`config.mk`:
```
export PLATFORM = sky130hd
export DESIGN_NAME = fmsp_serial_port
export DESIGN_NICKNAME = d
export VERILOG_FILES = /design/src/pkg/fmsp_pkg.sv /design/src/verilog/fmsp_serial_port.sv
export VERILOG_INCLUDE_DIRS = /design/src /design/src/pkg
export SDC_FILE = /design/constraint.sdc
export NUM_CORES = 1
export LEC_CHECK = 0
export ABC_AREA = 1
export ABC_CLOCK_PERIOD_IN_PS = 2900
export BUFFER_PORTS_ARGS = -buffer_cell sky130_fd_sc_hd__buf_2
export CAP_MARGIN = 15
export CORE_MARGIN = 8
export CORE_UTILIZATION = 61
export DETAILED_ROUTE_END_ITERATION = 12
export PLACE_DENSITY_LB_ADDON = 0.1
export SLEW_MARGIN = 15
export SYNTH_ARGS = -nofsm -noshare
export SYNTH_HDL_FRONTEND = slang
export SYNTH_SLANG_ARGS = --single-unit
```
`constraint.sdc`:
```
create_clock -name clk_sys -period 2.9 [get_ports clk_sys]
set_clock_uncertainty 0.15 [all_clocks]
set_input_delay 0.145 -clock clk_sys [delete_from_list [all_inputs] [get_ports clk_sys]]
set_output_delay 0.145 -clock clk_sys [all_outputs]
set_load 0.01 [all_outputs]
```
`src/pkg/fmsp_regs.svh`:
```
// Register indices, field positions, reset values and timing counts
`ifndef FMSP_REGS_SVH
`define FMSP_REGS_SVH

`define FMSP_IDX_CTRL_HIGH   8'hee
`define FMSP_IDX_CTRL_LOW    8'hef
`define FMSP_IDX_DATA_BUF    8'hf0
`define FMSP_IDX_BAUD_DIV    8'hf1

`define FMSP_CTRL_HIGH_RESET 8'h00
`define FMSP_CTRL_LOW_RESET  8'h00
`define FMSP_BAUD_DIV_RESET  8'h00

`define FMSP_H_MODE_HI       7
`define FMSP_H_MODE_LO       6
`define FMSP_H_MCE           5
`define FMSP_H_REN           4
`define FMSP_H_TB8           3
`define FMSP_H_RB8           2
`define FMSP_H_RIE           1
`define FMSP_H_RIP           0

`define FMSP_L_PAR_AUTO      7
`define FMSP_L_TX_ODD        6
`define FMSP_L_RX_ODD        5
`define FMSP_L_PAR_ERR       4
`define FMSP_L_CLK_HI        3
`define FMSP_L_CLK_LO        2
`define FMSP_L_TIE           1
`define FMSP_L_TIP           0

`define FMSP_OVERSAMPLE      16
`define FMSP_HALF_BIT        8

`endif

```
`src/pkg/fmsp_pkg.sv`:
```
// Types shared by the four-mode serial port
package fmsp_pkg;

    typedef enum logic [1:0] {
        FMSP_MODE_SHIFT = 2'b00,
        FMSP_MODE_UART8 = 2'b01,
        FMSP_MODE_FIX9  = 2'b10,
        FMSP_MODE_VAR9  = 2'b11
    } fmsp_mode_t;

    typedef struct packed {
        logic       psel;
        logic       penable;
        logic       pwrite;
        logic [11:0] paddr;
        logic [31:0] pwdata;
    } fmsp_apb_req_t;

    typedef struct packed {
        logic        pready;
        logic        pslverr;
        logic [31:0] prdata;
    } fmsp_apb_rsp_t;

endpackage

```
`src/verilog/fmsp_serial_port.sv`:
```
// Four-mode serial port with APB register access
//
// Behaviour
// RQ1 - Bits 7:6 of high control select shift, 8-bit, 9-bit fixed, 9-bit variable
// RQ2 - Modes 0, 1, 3 run at source clock / (16 x (divisor + 1))
// RQ3 - Mode 2 runs at source clock / 16, divisor ignored
// RQ4 - Data address writes transmit buffer, reads separate receive buffer
// RQ5 - Next byte may arrive while previous unread; unread byte is lost
// RQ6 - Any write to the data register starts a transmission; the code ignores the write unless the transmitter is idle
// RQ7 - Mode 0 receive starts when receive pending is 0 and enable is 1
// RQ8 - Async modes start receiving on a low start bit when enabled
// RQ9 - Finished shift sets pending flag and interrupt gated by enable
// RQ10 - High bit 1 enables receive interrupt, low bit 1 transmit interrupt
// RQ11 - Bit 0 of each control register is pending; writing 0 clears it
// RQ12 - Reset zeroes both control registers
// RQ13 - Multiprocessor enable in modes 2, 3 suppresses interrupt if ninth bit 0
// RQ14 - Multiprocessor enable in mode 1 withholds interrupt without valid stop
// RQ15 - Without autoparity, high bit 3 is the ninth transmitted bit
// RQ16 - Without autoparity, ninth received bit stored in high bit 2
// RQ17 - Low bit 7 makes the ninth transmitted bit an automatic parity bit
// RQ18 - Low bit 6 selects transmit parity: 0 even, 1 odd
// RQ19 - Low bit 5 selects checked receive parity: 0 even, 1 odd
// RQ20 - Low bit 4 flags a parity failure in modes 2, 3, else 0
// RQ21 - Low bits 3:2 pick source clock system / 8, 4, 2, 1
// RQ22 - High bit 4 enables reception
// RQ23 - Receive pending sets after bit 8, mid stop, or mid ninth bit
// RQ24 - Transmit pending sets after bit 8 in mode 0, at stop start else
// RQ25 - Mode 1 frame: start, eight data LSB first, stop
// RQ26 - Modes 2, 3 frame: start, eight data, ninth bit, ignored stop
// RQ27 - Async receiver samples each bit at its centre via x16 clock
// RQ28 - Mode 0 drives shift clock on transmit pin, data LSB first on receive
//
// Register access over APB is this design's own decision.
`timescale 1ns/1ps
`include "fmsp_regs.svh"

module fmsp_serial_port
    import fmsp_pkg::*;
(
    input  wire logic          clk_sys,      // System clock, 200 MHz
    input  wire logic          reset,        // Synchronous reset, high
    input  wire fmsp_apb_req_t apb_req,      // APB request group
    output fmsp_apb_rsp_t      apb_rsp,      // APB answer group
    output logic               txd_out,      // Transmit pin level
    input  wire logic          rxd_in,       // Receive pin level
    output logic               rxd_out,      // Receive pin drive, mode 0
    output logic               rxd_oe,       // Receive pin drive enable
    output logic               rx_irq,       // Receive interrupt request
    output logic               tx_irq        // Transmit interrupt request
);

    typedef enum {TX_IDLE, TX_START, TX_DATA, TX_NINTH, TX_STOP, TX_SHIFT}
        fmsp_tx_state_t;
    typedef enum {RX_IDLE, RX_START, RX_DATA, RX_NINTH, RX_STOP}
        fmsp_rx_state_t;

    logic [7:0]     ctrl_high_r;
    logic [7:0]     ctrl_low_r;
    logic [7:0]     baud_div_r;
    logic [7:0]     rx_buf_r;
    logic [7:0]     tx_shift_r;
    logic [7:0]     rx_shift_r;
    logic [7:0]     rx_async_r;
    logic [2:0]     presc_cnt_r;
    logic           src_tick_r;
    logic [7:0]     baud_cnt_r;
    logic           tick16_r;
    fmsp_tx_state_t tx_state_r;
    logic [3:0]     tx_sub_r;
    logic [2:0]     tx_bit_r;
    logic           tx_ninth_r;
    logic           sh_is_rx_r;
    fmsp_rx_state_t rx_state_r;
    logic [3:0]     rx_sub_r;
    logic [2:0]     rx_bit_r;
    logic           rx_ninth_r;
    logic           pready_r;
    logic           pslverr_r;
    logic [31:0]    prdata_r;

    fmsp_mode_t     mode;
    logic           async9;
    logic           par_auto;
    logic [2:0]     presc_last;
    logic [7:0]     div_eff;
    logic           access;
    logic [9:0]     reg_idx;
    logic           wr_high;
    logic           wr_low;
    logic           wr_data;
    logic           wr_div;
    logic           mapped;
    logic           tx_done;
    logic           rx_done;
    logic           rx_set;
    logic           rx_par_bad;
    logic           sh_rise;
    logic           sh_last;

    // ------------------------------------------------------------------
    // Decode
    // ------------------------------------------------------------------
    assign mode = fmsp_mode_t'(ctrl_high_r[`FMSP_H_MODE_HI:`FMSP_H_MODE_LO]); // RQ1
    assign async9   = mode == FMSP_MODE_FIX9 || mode == FMSP_MODE_VAR9;
    assign par_auto = ctrl_low_r[`FMSP_L_PAR_AUTO];
    assign access   = apb_req.psel && apb_req.penable && !pready_r;
    assign reg_idx  = apb_req.paddr[11:2];
    assign wr_high  = access && apb_req.pwrite
                      && reg_idx == {2'b00, `FMSP_IDX_CTRL_HIGH};
    assign wr_low   = access && apb_req.pwrite
                      && reg_idx == {2'b00, `FMSP_IDX_CTRL_LOW};
    assign wr_data  = access && apb_req.pwrite
                      && reg_idx == {2'b00, `FMSP_IDX_DATA_BUF};
    assign wr_div   = access && apb_req.pwrite
                      && reg_idx == {2'b00, `FMSP_IDX_BAUD_DIV};
    assign mapped   = apb_req.paddr[1:0] == 2'b00
                      && (reg_idx == {2'b00, `FMSP_IDX_CTRL_HIGH}
                       || reg_idx == {2'b00, `FMSP_IDX_CTRL_LOW}
                       || reg_idx == {2'b00, `FMSP_IDX_DATA_BUF}
                       || reg_idx == {2'b00, `FMSP_IDX_BAUD_DIV});

    // ------------------------------------------------------------------
    // Source clock prescaler and x16 baud tick
    // ------------------------------------------------------------------
    always_comb begin
        case (ctrl_low_r[`FMSP_L_CLK_HI:`FMSP_L_CLK_LO]) // RQ21
            2'b00:   presc_last = 3'h7;
            2'b01:   presc_last = 3'h3;
            2'b10:   presc_last = 3'h1;
            default: presc_last = 3'h0;
        endcase
    end

    assign div_eff = (mode == FMSP_MODE_FIX9) ? 8'h00 : baud_div_r; // RQ2 RQ3

    always_ff @(posedge clk_sys) begin
        if (reset || presc_cnt_r >= presc_last) begin
            presc_cnt_r <= 3'h0;
            src_tick_r  <= !reset;
        end else begin
            presc_cnt_r <= presc_cnt_r + 3'h1;
            src_tick_r  <= 1'b0;
        end
    end

    always_ff @(posedge clk_sys) begin
        if (reset) begin
            baud_cnt_r <= 8'h00;
            tick16_r   <= 1'b0;
        end else if (src_tick_r) begin
            if (baud_cnt_r >= div_eff) begin
                baud_cnt_r <= 8'h00;
                tick16_r   <= 1'b1;
            end else begin
                baud_cnt_r <= baud_cnt_r + 8'h01;
                tick16_r   <= 1'b0;
            end
        end else begin
            tick16_r <= 1'b0;
        end
    end

    // ------------------------------------------------------------------
    // Transmitter and mode 0 shift engine
    // ------------------------------------------------------------------
    assign sh_rise = tick16_r && tx_sub_r == 4'(`FMSP_HALF_BIT - 1);
    assign sh_last = tick16_r && tx_sub_r == 4'(`FMSP_OVERSAMPLE - 1);
    assign tx_done = (tx_state_r == TX_SHIFT && !sh_is_rx_r && sh_last
                      && tx_bit_r == 3'h7)
                  || (tx_state_r == TX_NINTH && sh_last)
                  || (tx_state_r == TX_DATA && sh_last && tx_bit_r == 3'h7
                      && !async9); // RQ24

    always_ff @(posedge clk_sys) begin
        if (reset) begin
            tx_state_r <= TX_IDLE;
            tx_sub_r   <= 4'h0;
            tx_bit_r   <= 3'h0;
            tx_shift_r <= 8'h00;
            tx_ninth_r <= 1'b0;
            sh_is_rx_r <= 1'b0;
            rx_shift_r <= 8'h00;
        end else if (wr_data && tx_state_r == TX_IDLE) begin // RQ4 RQ6
            tx_shift_r <= apb_req.pwdata[7:0];
            tx_ninth_r <= par_auto                                  // RQ17
                ? ^apb_req.pwdata[7:0] ^ ctrl_low_r[`FMSP_L_TX_ODD] // RQ18
                : ctrl_high_r[`FMSP_H_TB8];                         // RQ15
            tx_sub_r   <= 4'h0;
            tx_bit_r   <= 3'h0;
            sh_is_rx_r <= 1'b0;
            tx_state_r <= (mode == FMSP_MODE_SHIFT) ? TX_SHIFT : TX_START;
        end else if (tx_state_r == TX_IDLE && mode == FMSP_MODE_SHIFT
                     && !ctrl_high_r[`FMSP_H_RIP]
                     && ctrl_high_r[`FMSP_H_REN]) begin // RQ7
            tx_sub_r   <= 4'h0;
            tx_bit_r   <= 3'h0;
            sh_is_rx_r <= 1'b1;
            tx_state_r <= TX_SHIFT;
        end else if (tick16_r && tx_state_r != TX_IDLE) begin
            tx_sub_r <= tx_sub_r + 4'h1;
            if (sh_rise && sh_is_rx_r) begin
                rx_shift_r <= {rxd_in, rx_shift_r[7:1]}; // RQ28
            end
            if (sh_last) begin
                tx_bit_r <= tx_bit_r + 3'h1;
                case (tx_state_r)
                    TX_START: begin
                        tx_bit_r   <= 3'h0;
                        tx_state_r <= TX_DATA; // RQ25
                    end
                    TX_DATA: begin
                        tx_shift_r <= {1'b0, tx_shift_r[7:1]};
                        if (tx_bit_r == 3'h7) begin
                            tx_state_r <= async9 ? TX_NINTH : TX_STOP; // RQ26
                        end
                    end
                    TX_NINTH: tx_state_r <= TX_STOP;
                    TX_SHIFT: begin
                        tx_shift_r <= {1'b0, tx_shift_r[7:1]};
                        if (tx_bit_r == 3'h7) begin
                            tx_state_r <= TX_IDLE;
                        end
                    end
                    default: tx_state_r <= TX_IDLE;
                endcase
            end
        end
    end

    // Pin drivers
    always_ff @(posedge clk_sys) begin
        if (reset) begin
            txd_out <= 1'b1;
            rxd_out <= 1'b1;
            rxd_oe  <= 1'b0;
        end else begin
            case (tx_state_r)
                TX_START: txd_out <= 1'b0;
                TX_DATA:  txd_out <= tx_shift_r[0];
                TX_NINTH: txd_out <= tx_ninth_r;
                TX_SHIFT: txd_out <= tx_sub_r >= 4'(`FMSP_HALF_BIT); // RQ28
                default:  txd_out <= 1'b1;
            endcase
            rxd_oe  <= tx_state_r == TX_SHIFT && !sh_is_rx_r;
            rxd_out <= (tx_state_r == TX_SHIFT) ? tx_shift_r[0] : 1'b1;
        end
    end

    // ------------------------------------------------------------------
    // Asynchronous receiver
    // ------------------------------------------------------------------
    assign rx_done    = (tx_state_r == TX_SHIFT && sh_is_rx_r && sh_last
                         && tx_bit_r == 3'h7)
                     || (tick16_r && rx_sub_r == 4'(`FMSP_OVERSAMPLE - 1)
                         && ((rx_state_r == RX_STOP && !async9)
                          || rx_state_r == RX_NINTH)); // RQ23
    assign rx_par_bad = (^rx_async_r ^ rxd_in)
                        != ctrl_low_r[`FMSP_L_RX_ODD]; // RQ19
    always_comb begin
        rx_set = rx_done;
        if (mode == FMSP_MODE_UART8 && ctrl_high_r[`FMSP_H_MCE] && !rxd_in) begin
            rx_set = 1'b0; // RQ14
        end
        if (async9 && ctrl_high_r[`FMSP_H_MCE] && !rxd_in) begin
            rx_set = 1'b0; // RQ13
        end
    end

    always_ff @(posedge clk_sys) begin
        if (reset) begin
            rx_state_r <= RX_IDLE;
            rx_sub_r   <= 4'h0;
            rx_bit_r   <= 3'h0;
            rx_ninth_r <= 1'b0;
        end else if (mode == FMSP_MODE_SHIFT) begin
            rx_state_r <= RX_IDLE;
        end else if (rx_state_r == RX_IDLE) begin
            rx_sub_r <= 4'h0;
            rx_bit_r <= 3'h0;
            if (!rxd_in && ctrl_high_r[`FMSP_H_REN]) begin // RQ8 RQ22
                rx_state_r <= RX_START;
            end
        end else if (tick16_r) begin
            rx_sub_r <= rx_sub_r + 4'h1;
            if (rx_state_r == RX_START
                && rx_sub_r == 4'(`FMSP_HALF_BIT - 1)) begin // RQ27
                rx_sub_r   <= 4'h0;
                rx_state_r <= rxd_in ? RX_IDLE : RX_DATA;
            end else if (rx_sub_r == 4'(`FMSP_OVERSAMPLE - 1)) begin
                case (rx_state_r)
                    RX_DATA: begin
                        rx_bit_r <= rx_bit_r + 3'h1;
                        if (rx_bit_r == 3'h7) begin
                            rx_state_r <= async9 ? RX_NINTH : RX_STOP;
                        end
                    end
                    RX_NINTH: begin
                        rx_ninth_r <= rxd_in;
                        rx_state_r <= RX_STOP;
                    end
                    default: rx_state_r <= RX_IDLE;
                endcase
            end
        end
    end

    // Async data bits shift into the receive shifter
    always_ff @(posedge clk_sys) begin
        if (reset) begin
            rx_async_r <= 8'h00;
        end else if (tick16_r && rx_state_r == RX_DATA
                     && rx_sub_r == 4'(`FMSP_OVERSAMPLE - 1)) begin
            rx_async_r <= {rxd_in, rx_async_r[7:1]}; // RQ25
        end
    end

    // Later byte overwrites an unread one
    always_ff @(posedge clk_sys) begin
        if (reset) begin
            rx_buf_r <= 8'h00;
        end else if (rx_set) begin
            rx_buf_r <= (mode == FMSP_MODE_SHIFT)
                ? {rxd_in, rx_shift_r[7:1]} : rx_async_r; // RQ5
        end
    end

    // ------------------------------------------------------------------
    // Registers
    // ------------------------------------------------------------------
    always_ff @(posedge clk_sys) begin
        if (reset) begin
            ctrl_high_r <= `FMSP_CTRL_HIGH_RESET; // RQ12
        end else begin
            if (wr_high) begin
                ctrl_high_r <= apb_req.pwdata[7:0];
            end
            if (rx_done && async9 && !par_auto) begin
                ctrl_high_r[`FMSP_H_RB8] <= rxd_in; // RQ16
            end
            if (rx_set) begin
                ctrl_high_r[`FMSP_H_RIP] <= 1'b1; // RQ9 RQ11
            end else if (wr_high) begin
                ctrl_high_r[`FMSP_H_RIP] <= apb_req.pwdata[`FMSP_H_RIP]; // RQ11
            end
        end
    end

    always_ff @(posedge clk_sys) begin
        if (reset) begin
            ctrl_low_r <= `FMSP_CTRL_LOW_RESET; // RQ12
        end else begin
            if (wr_low) begin
                ctrl_low_r[7:5] <= apb_req.pwdata[7:5];
                ctrl_low_r[3:1] <= apb_req.pwdata[3:1];
            end
            if (rx_done && async9) begin
                ctrl_low_r[`FMSP_L_PAR_ERR] <= par_auto && rx_par_bad; // RQ20
            end else if (!async9) begin
                ctrl_low_r[`FMSP_L_PAR_ERR] <= 1'b0; // RQ20
            end
            if (tx_done) begin
                ctrl_low_r[`FMSP_L_TIP] <= 1'b1; // RQ9 RQ24
            end else if (wr_low) begin
                ctrl_low_r[`FMSP_L_TIP] <= apb_req.pwdata[`FMSP_L_TIP]; // RQ11
            end
        end
    end

    always_ff @(posedge clk_sys) begin
        if (reset) begin
            baud_div_r <= `FMSP_BAUD_DIV_RESET;
        end else if (wr_div) begin
            baud_div_r <= apb_req.pwdata[7:0];
        end
    end

    // Interrupt request levels
    always_ff @(posedge clk_sys) begin
        if (reset) begin
            rx_irq <= 1'b0;
            tx_irq <= 1'b0;
        end else begin
            rx_irq <= ctrl_high_r[`FMSP_H_RIP] && ctrl_high_r[`FMSP_H_RIE]; // RQ10
            tx_irq <= ctrl_low_r[`FMSP_L_TIP] && ctrl_low_r[`FMSP_L_TIE]; // RQ10
        end
    end

    // ------------------------------------------------------------------
    // APB slave: one wait state, registered answer
    // ------------------------------------------------------------------
    always_ff @(posedge clk_sys) begin
        if (reset) begin
            pready_r  <= 1'b0;
            pslverr_r <= 1'b0;
            prdata_r  <= 32'h0000_0000;
        end else begin
            pready_r  <= access;
            pslverr_r <= access && !mapped;
            prdata_r  <= 32'h0000_0000;
            if (access && !apb_req.pwrite) begin
                if (reg_idx == {2'b00, `FMSP_IDX_CTRL_HIGH}) begin
                    prdata_r <= {24'h000000, ctrl_high_r};
                end else if (reg_idx == {2'b00, `FMSP_IDX_CTRL_LOW}) begin
                    prdata_r <= {24'h000000, ctrl_low_r};
                end else if (reg_idx == {2'b00, `FMSP_IDX_DATA_BUF}) begin
                    prdata_r <= {24'h000000, rx_buf_r}; // RQ4
                end else if (reg_idx == {2'b00, `FMSP_IDX_BAUD_DIV}) begin
                    prdata_r <= {24'h000000, baud_div_r};
                end
            end
        end
    end

    assign apb_rsp = '{pready: pready_r, pslverr: pslverr_r,
                       prdata: prdata_r};

endmodule

```
==> results.toml <==
[synth]
ys_seq_area_share_pct = 38.94
ys_warn_count = 0
synth-seq-cells = 105
netlist_area_sq_mm = 0.005398
yosys.cell_types.count = 39
synth_edf_count = 0
ys_async_sr_fraction_pct = 0
syn_inst = 766
synthFlopType = "dfxtp_1"
synth_area_per_cell_sq_um = 7.047

[critical_path]
cp-end-kind = "flop"
endpoint = "ctrl_high_r[2]"
slowest_stage = "dlygate4sd3_1"
critPathRequiredTime_ps = 3020
r2r_cells = 12
critPathLaunchType = "primary input"
cp-startpoint = "apb_req[45]"
r2r-end = "baud_cnt_r[0]"
cp_common_cell = "nand2_1"
reg2reg_slack_ps = 500
crit_buf_inv = 5
critPathMaxFanout = 16
crit_family = "buffers and inverters"
crit_chain = "dlygate4sd3_1 -> buf_2 -> nand2_1 -> dlygate4sd3_1 -> nor2_1 -> nand2_1 -> inv_1 -> nand3_1 -> o21ai_0 -> nand2_1 -> inv_1 -> nor2_1"
arrival_ps = 2690
slowest_delay_ps = 540
critPathKind = "primary input to flop"
crit_cells = 12
r2r-start = "ctrl_high_r[7]"

[flow_run]
maxCapViolations = 0

[floorplan]
die_area_sq_mm = 0.01211
initial_core_util_pct = 62.50
core_sq_mm = 0.008636
row_count = 34
die_h_um = 110.1
floorplan.io_pins = 89
die_w_um = 110.1

[clock_network]
htree_levels = 3
cts-root-buf = "clkbuf_8"
cts-resized-gates = 0
cts_setup_buffers = 0
cts.sinks = 105
cts-hold-fix-buffers = 15
clock_latency_ps = 370
cts_tree = "done"
clk_path_buf_depth = 2
clk_pin_slew_worst_paths_ps = 100
cts-buffers-inserted = 9

[sta]
max_freq_ghz = 0.3895
setup_violations = 0
post-route-period-util_pct = 88.53
period_needed_ps = 2567
tightest_slew_ps = 602.6
setup_ws_ps = 332.7
rsz0062_at_grt = "false"
hold_viol = 0
worst_slew_margin_rel_pct = 59.83
setup_tns_ps = 0
report.final.slew_viol_count = 0

[min_path]
hold_path.class = "primary input to flop"

[route]
drc = 0
drtIter0Drc = 237
drt-total-wl_mm = 12.79
ant_nets = 0
via_per_inst = 5.283
wl_per_cell_um = 13.81
vias = 4892
first_pass_iters = 5

[cells_and_area]
n_fill_cell = 751
area_growth_pct = 8.901
fin_nets = 883
postLayoutCoreUtil_pct = 68.07
drive_above_1_share_pct = 8.924
final_common_cell = "nand2_1"
layout_common_cells = "nand2_1, inv_1, dfxtp_1"
n_antenna_cell = 0

[global_routing]
grt_pass1_wl_mm = 21.11
grt_max_degree = 38
grt_pass1_vias = 4685
antenna_found_initial = 0
track_usage_pct = 21.63
grt_overflow = 0

[placed_design]
place_hpwl_mm = 9.495
place_ws_ps = 525.9
port_buffers = 40
routabilityCongestion = 0.8931

[power]
p_leak_nw = 2.540
p_per_area_mw_per_mm2 = 419.0
ir_drop_v = 0.0002374
power.total_w = 0.002463

[status]
outcome = "finished clean"
==> worst reg2reg max path, cell delays in order, from the launching register on <==
cell     delay (ps)
dfxtp_1         520
inv_1           210
nor2_1          200
inv_1           160
nand2_1          90
ha_1            240
a21oi_1         140
o21ai_0          90
nand2_1          60
nand3_1          80
nand2_1          70
nand2_1         160
nor3_1          180
==> cell type report <==
class	count	area [sq um]	share of cell area [%]
well taps	108	135.1	2.299
inverters	106	397.9	6.769
repair buffers	56	357.8	6.088
flip-flops and latches	105	2102	35.76
clock buffers	10	137.6	2.341
clock inverters	6	41.29	0.7024
multi-input cells	535	2706	46.04
==> cells in the mapped netlist (2+ instances only) <==
cell type  instances  share of area (%)
a211oi_1           2               0.28
a21oi_1           69                6.4
a31oi_1            2               0.23
buf_2              3               0.28
buf_4             28                3.9
clkbuf_1          11               0.76
dfxtp_1          105                 39
ha_1              20                4.6
inv_1            105                7.3
nand2_1          135                9.4
nand2_2            5               0.58
nand3_1           45                4.2
nand4_1           13                1.5
nor2_1            83                5.8
nor2_2             3               0.35
nor2_4             2               0.42
nor3_1             9               0.83
o2111ai_1          2               0.32
o21a_1             7               0.97
o21ai_0           83                7.7
o22ai_1            2               0.23
xnor2_1            5               0.81
xor2_1            11                1.8
==> flip-flops by register name, indices dropped and copies added (netlist names), 3 cells and up <==
signal	cells
prdata_r	8
rx_state_r	3
tx_bit_r	3
baud_div_r	8
ctrl_high_r	8
rx_sub_r	4
presc_cnt_r	3
rx_async_r	8
rx_shift_r	7
tx_sub_r	4
baud_cnt_r	8
rx_bit_r	3
tx_state_r	3
ctrl_low_r	8
tx_shift_r	8
rx_buf_r	8
==> per-stage QoR <==
stage / cells / cell area [sq um] / hold slack, ps
after detailed placement: 895 / 5549 / 268.4
after global routing: 926 / 5878 / 117.6
after CTS: 926 / 5878 / 105.7
after global placement: 895 / 5549 / 255.0
after floorplan: 789 / 5484 / 137.9
final: 926 / 5878 / 119.9
==> routing by layer <==
metal / up-vias / global-route usage, % / share of wire (%)
met5: - / 0 / 0
met4: 0 / 6.557 / 1.6
met3: 21 / 4.709 / 8.3
met2: 171 / 37.76 / 47
met1: 2171 / 25.94 / 43
li1: 2529 / - / -
==> cells by family (layout without fill, tap and decap cells) <==
kind of cell | Yosys count | after routing | share of synthesized area [%]
simple gates | 303 | 303 | 24.32
fa+ha+maj | 20 | 20 | 4.636
other cells | 1 | 24 | 0.06947
flops | 105 | 105 | 38.94
compound gates | 172 | 172 | 16.92
buf+inv | 149 | 178 | 12.52
xor+xnor | 16 | 16 | 2.596
==> power by group <==
group | internal, W | switching, W | leakage [nW]
clock network | 0.000340 | 0.000510 | 0.0968
registers | 0.00145 | 0.00000631 | 0.847
logic | 0.0000547 | 0.000104 | 1.60
==> how the worst min path moves through the flow <==
| stage | startpoint | to | cells after the start |
|---|---|---|---|
| final | reset | rx_sub_r[0] | 2 |
| after global routing | reset | rx_sub_r[0] | 2 |
| after CTS | reset | rx_sub_r[0] | 2 |
| after detailed placement | apb_req[32] | pslverr_r | 3 |
| after global placement | apb_req[32] | pslverr_r | 3 |
| after floorplan | apb_req[7] | tx_shift_r[7] | 2 |
Note: power is estimated with default switching activity, not from simulation.
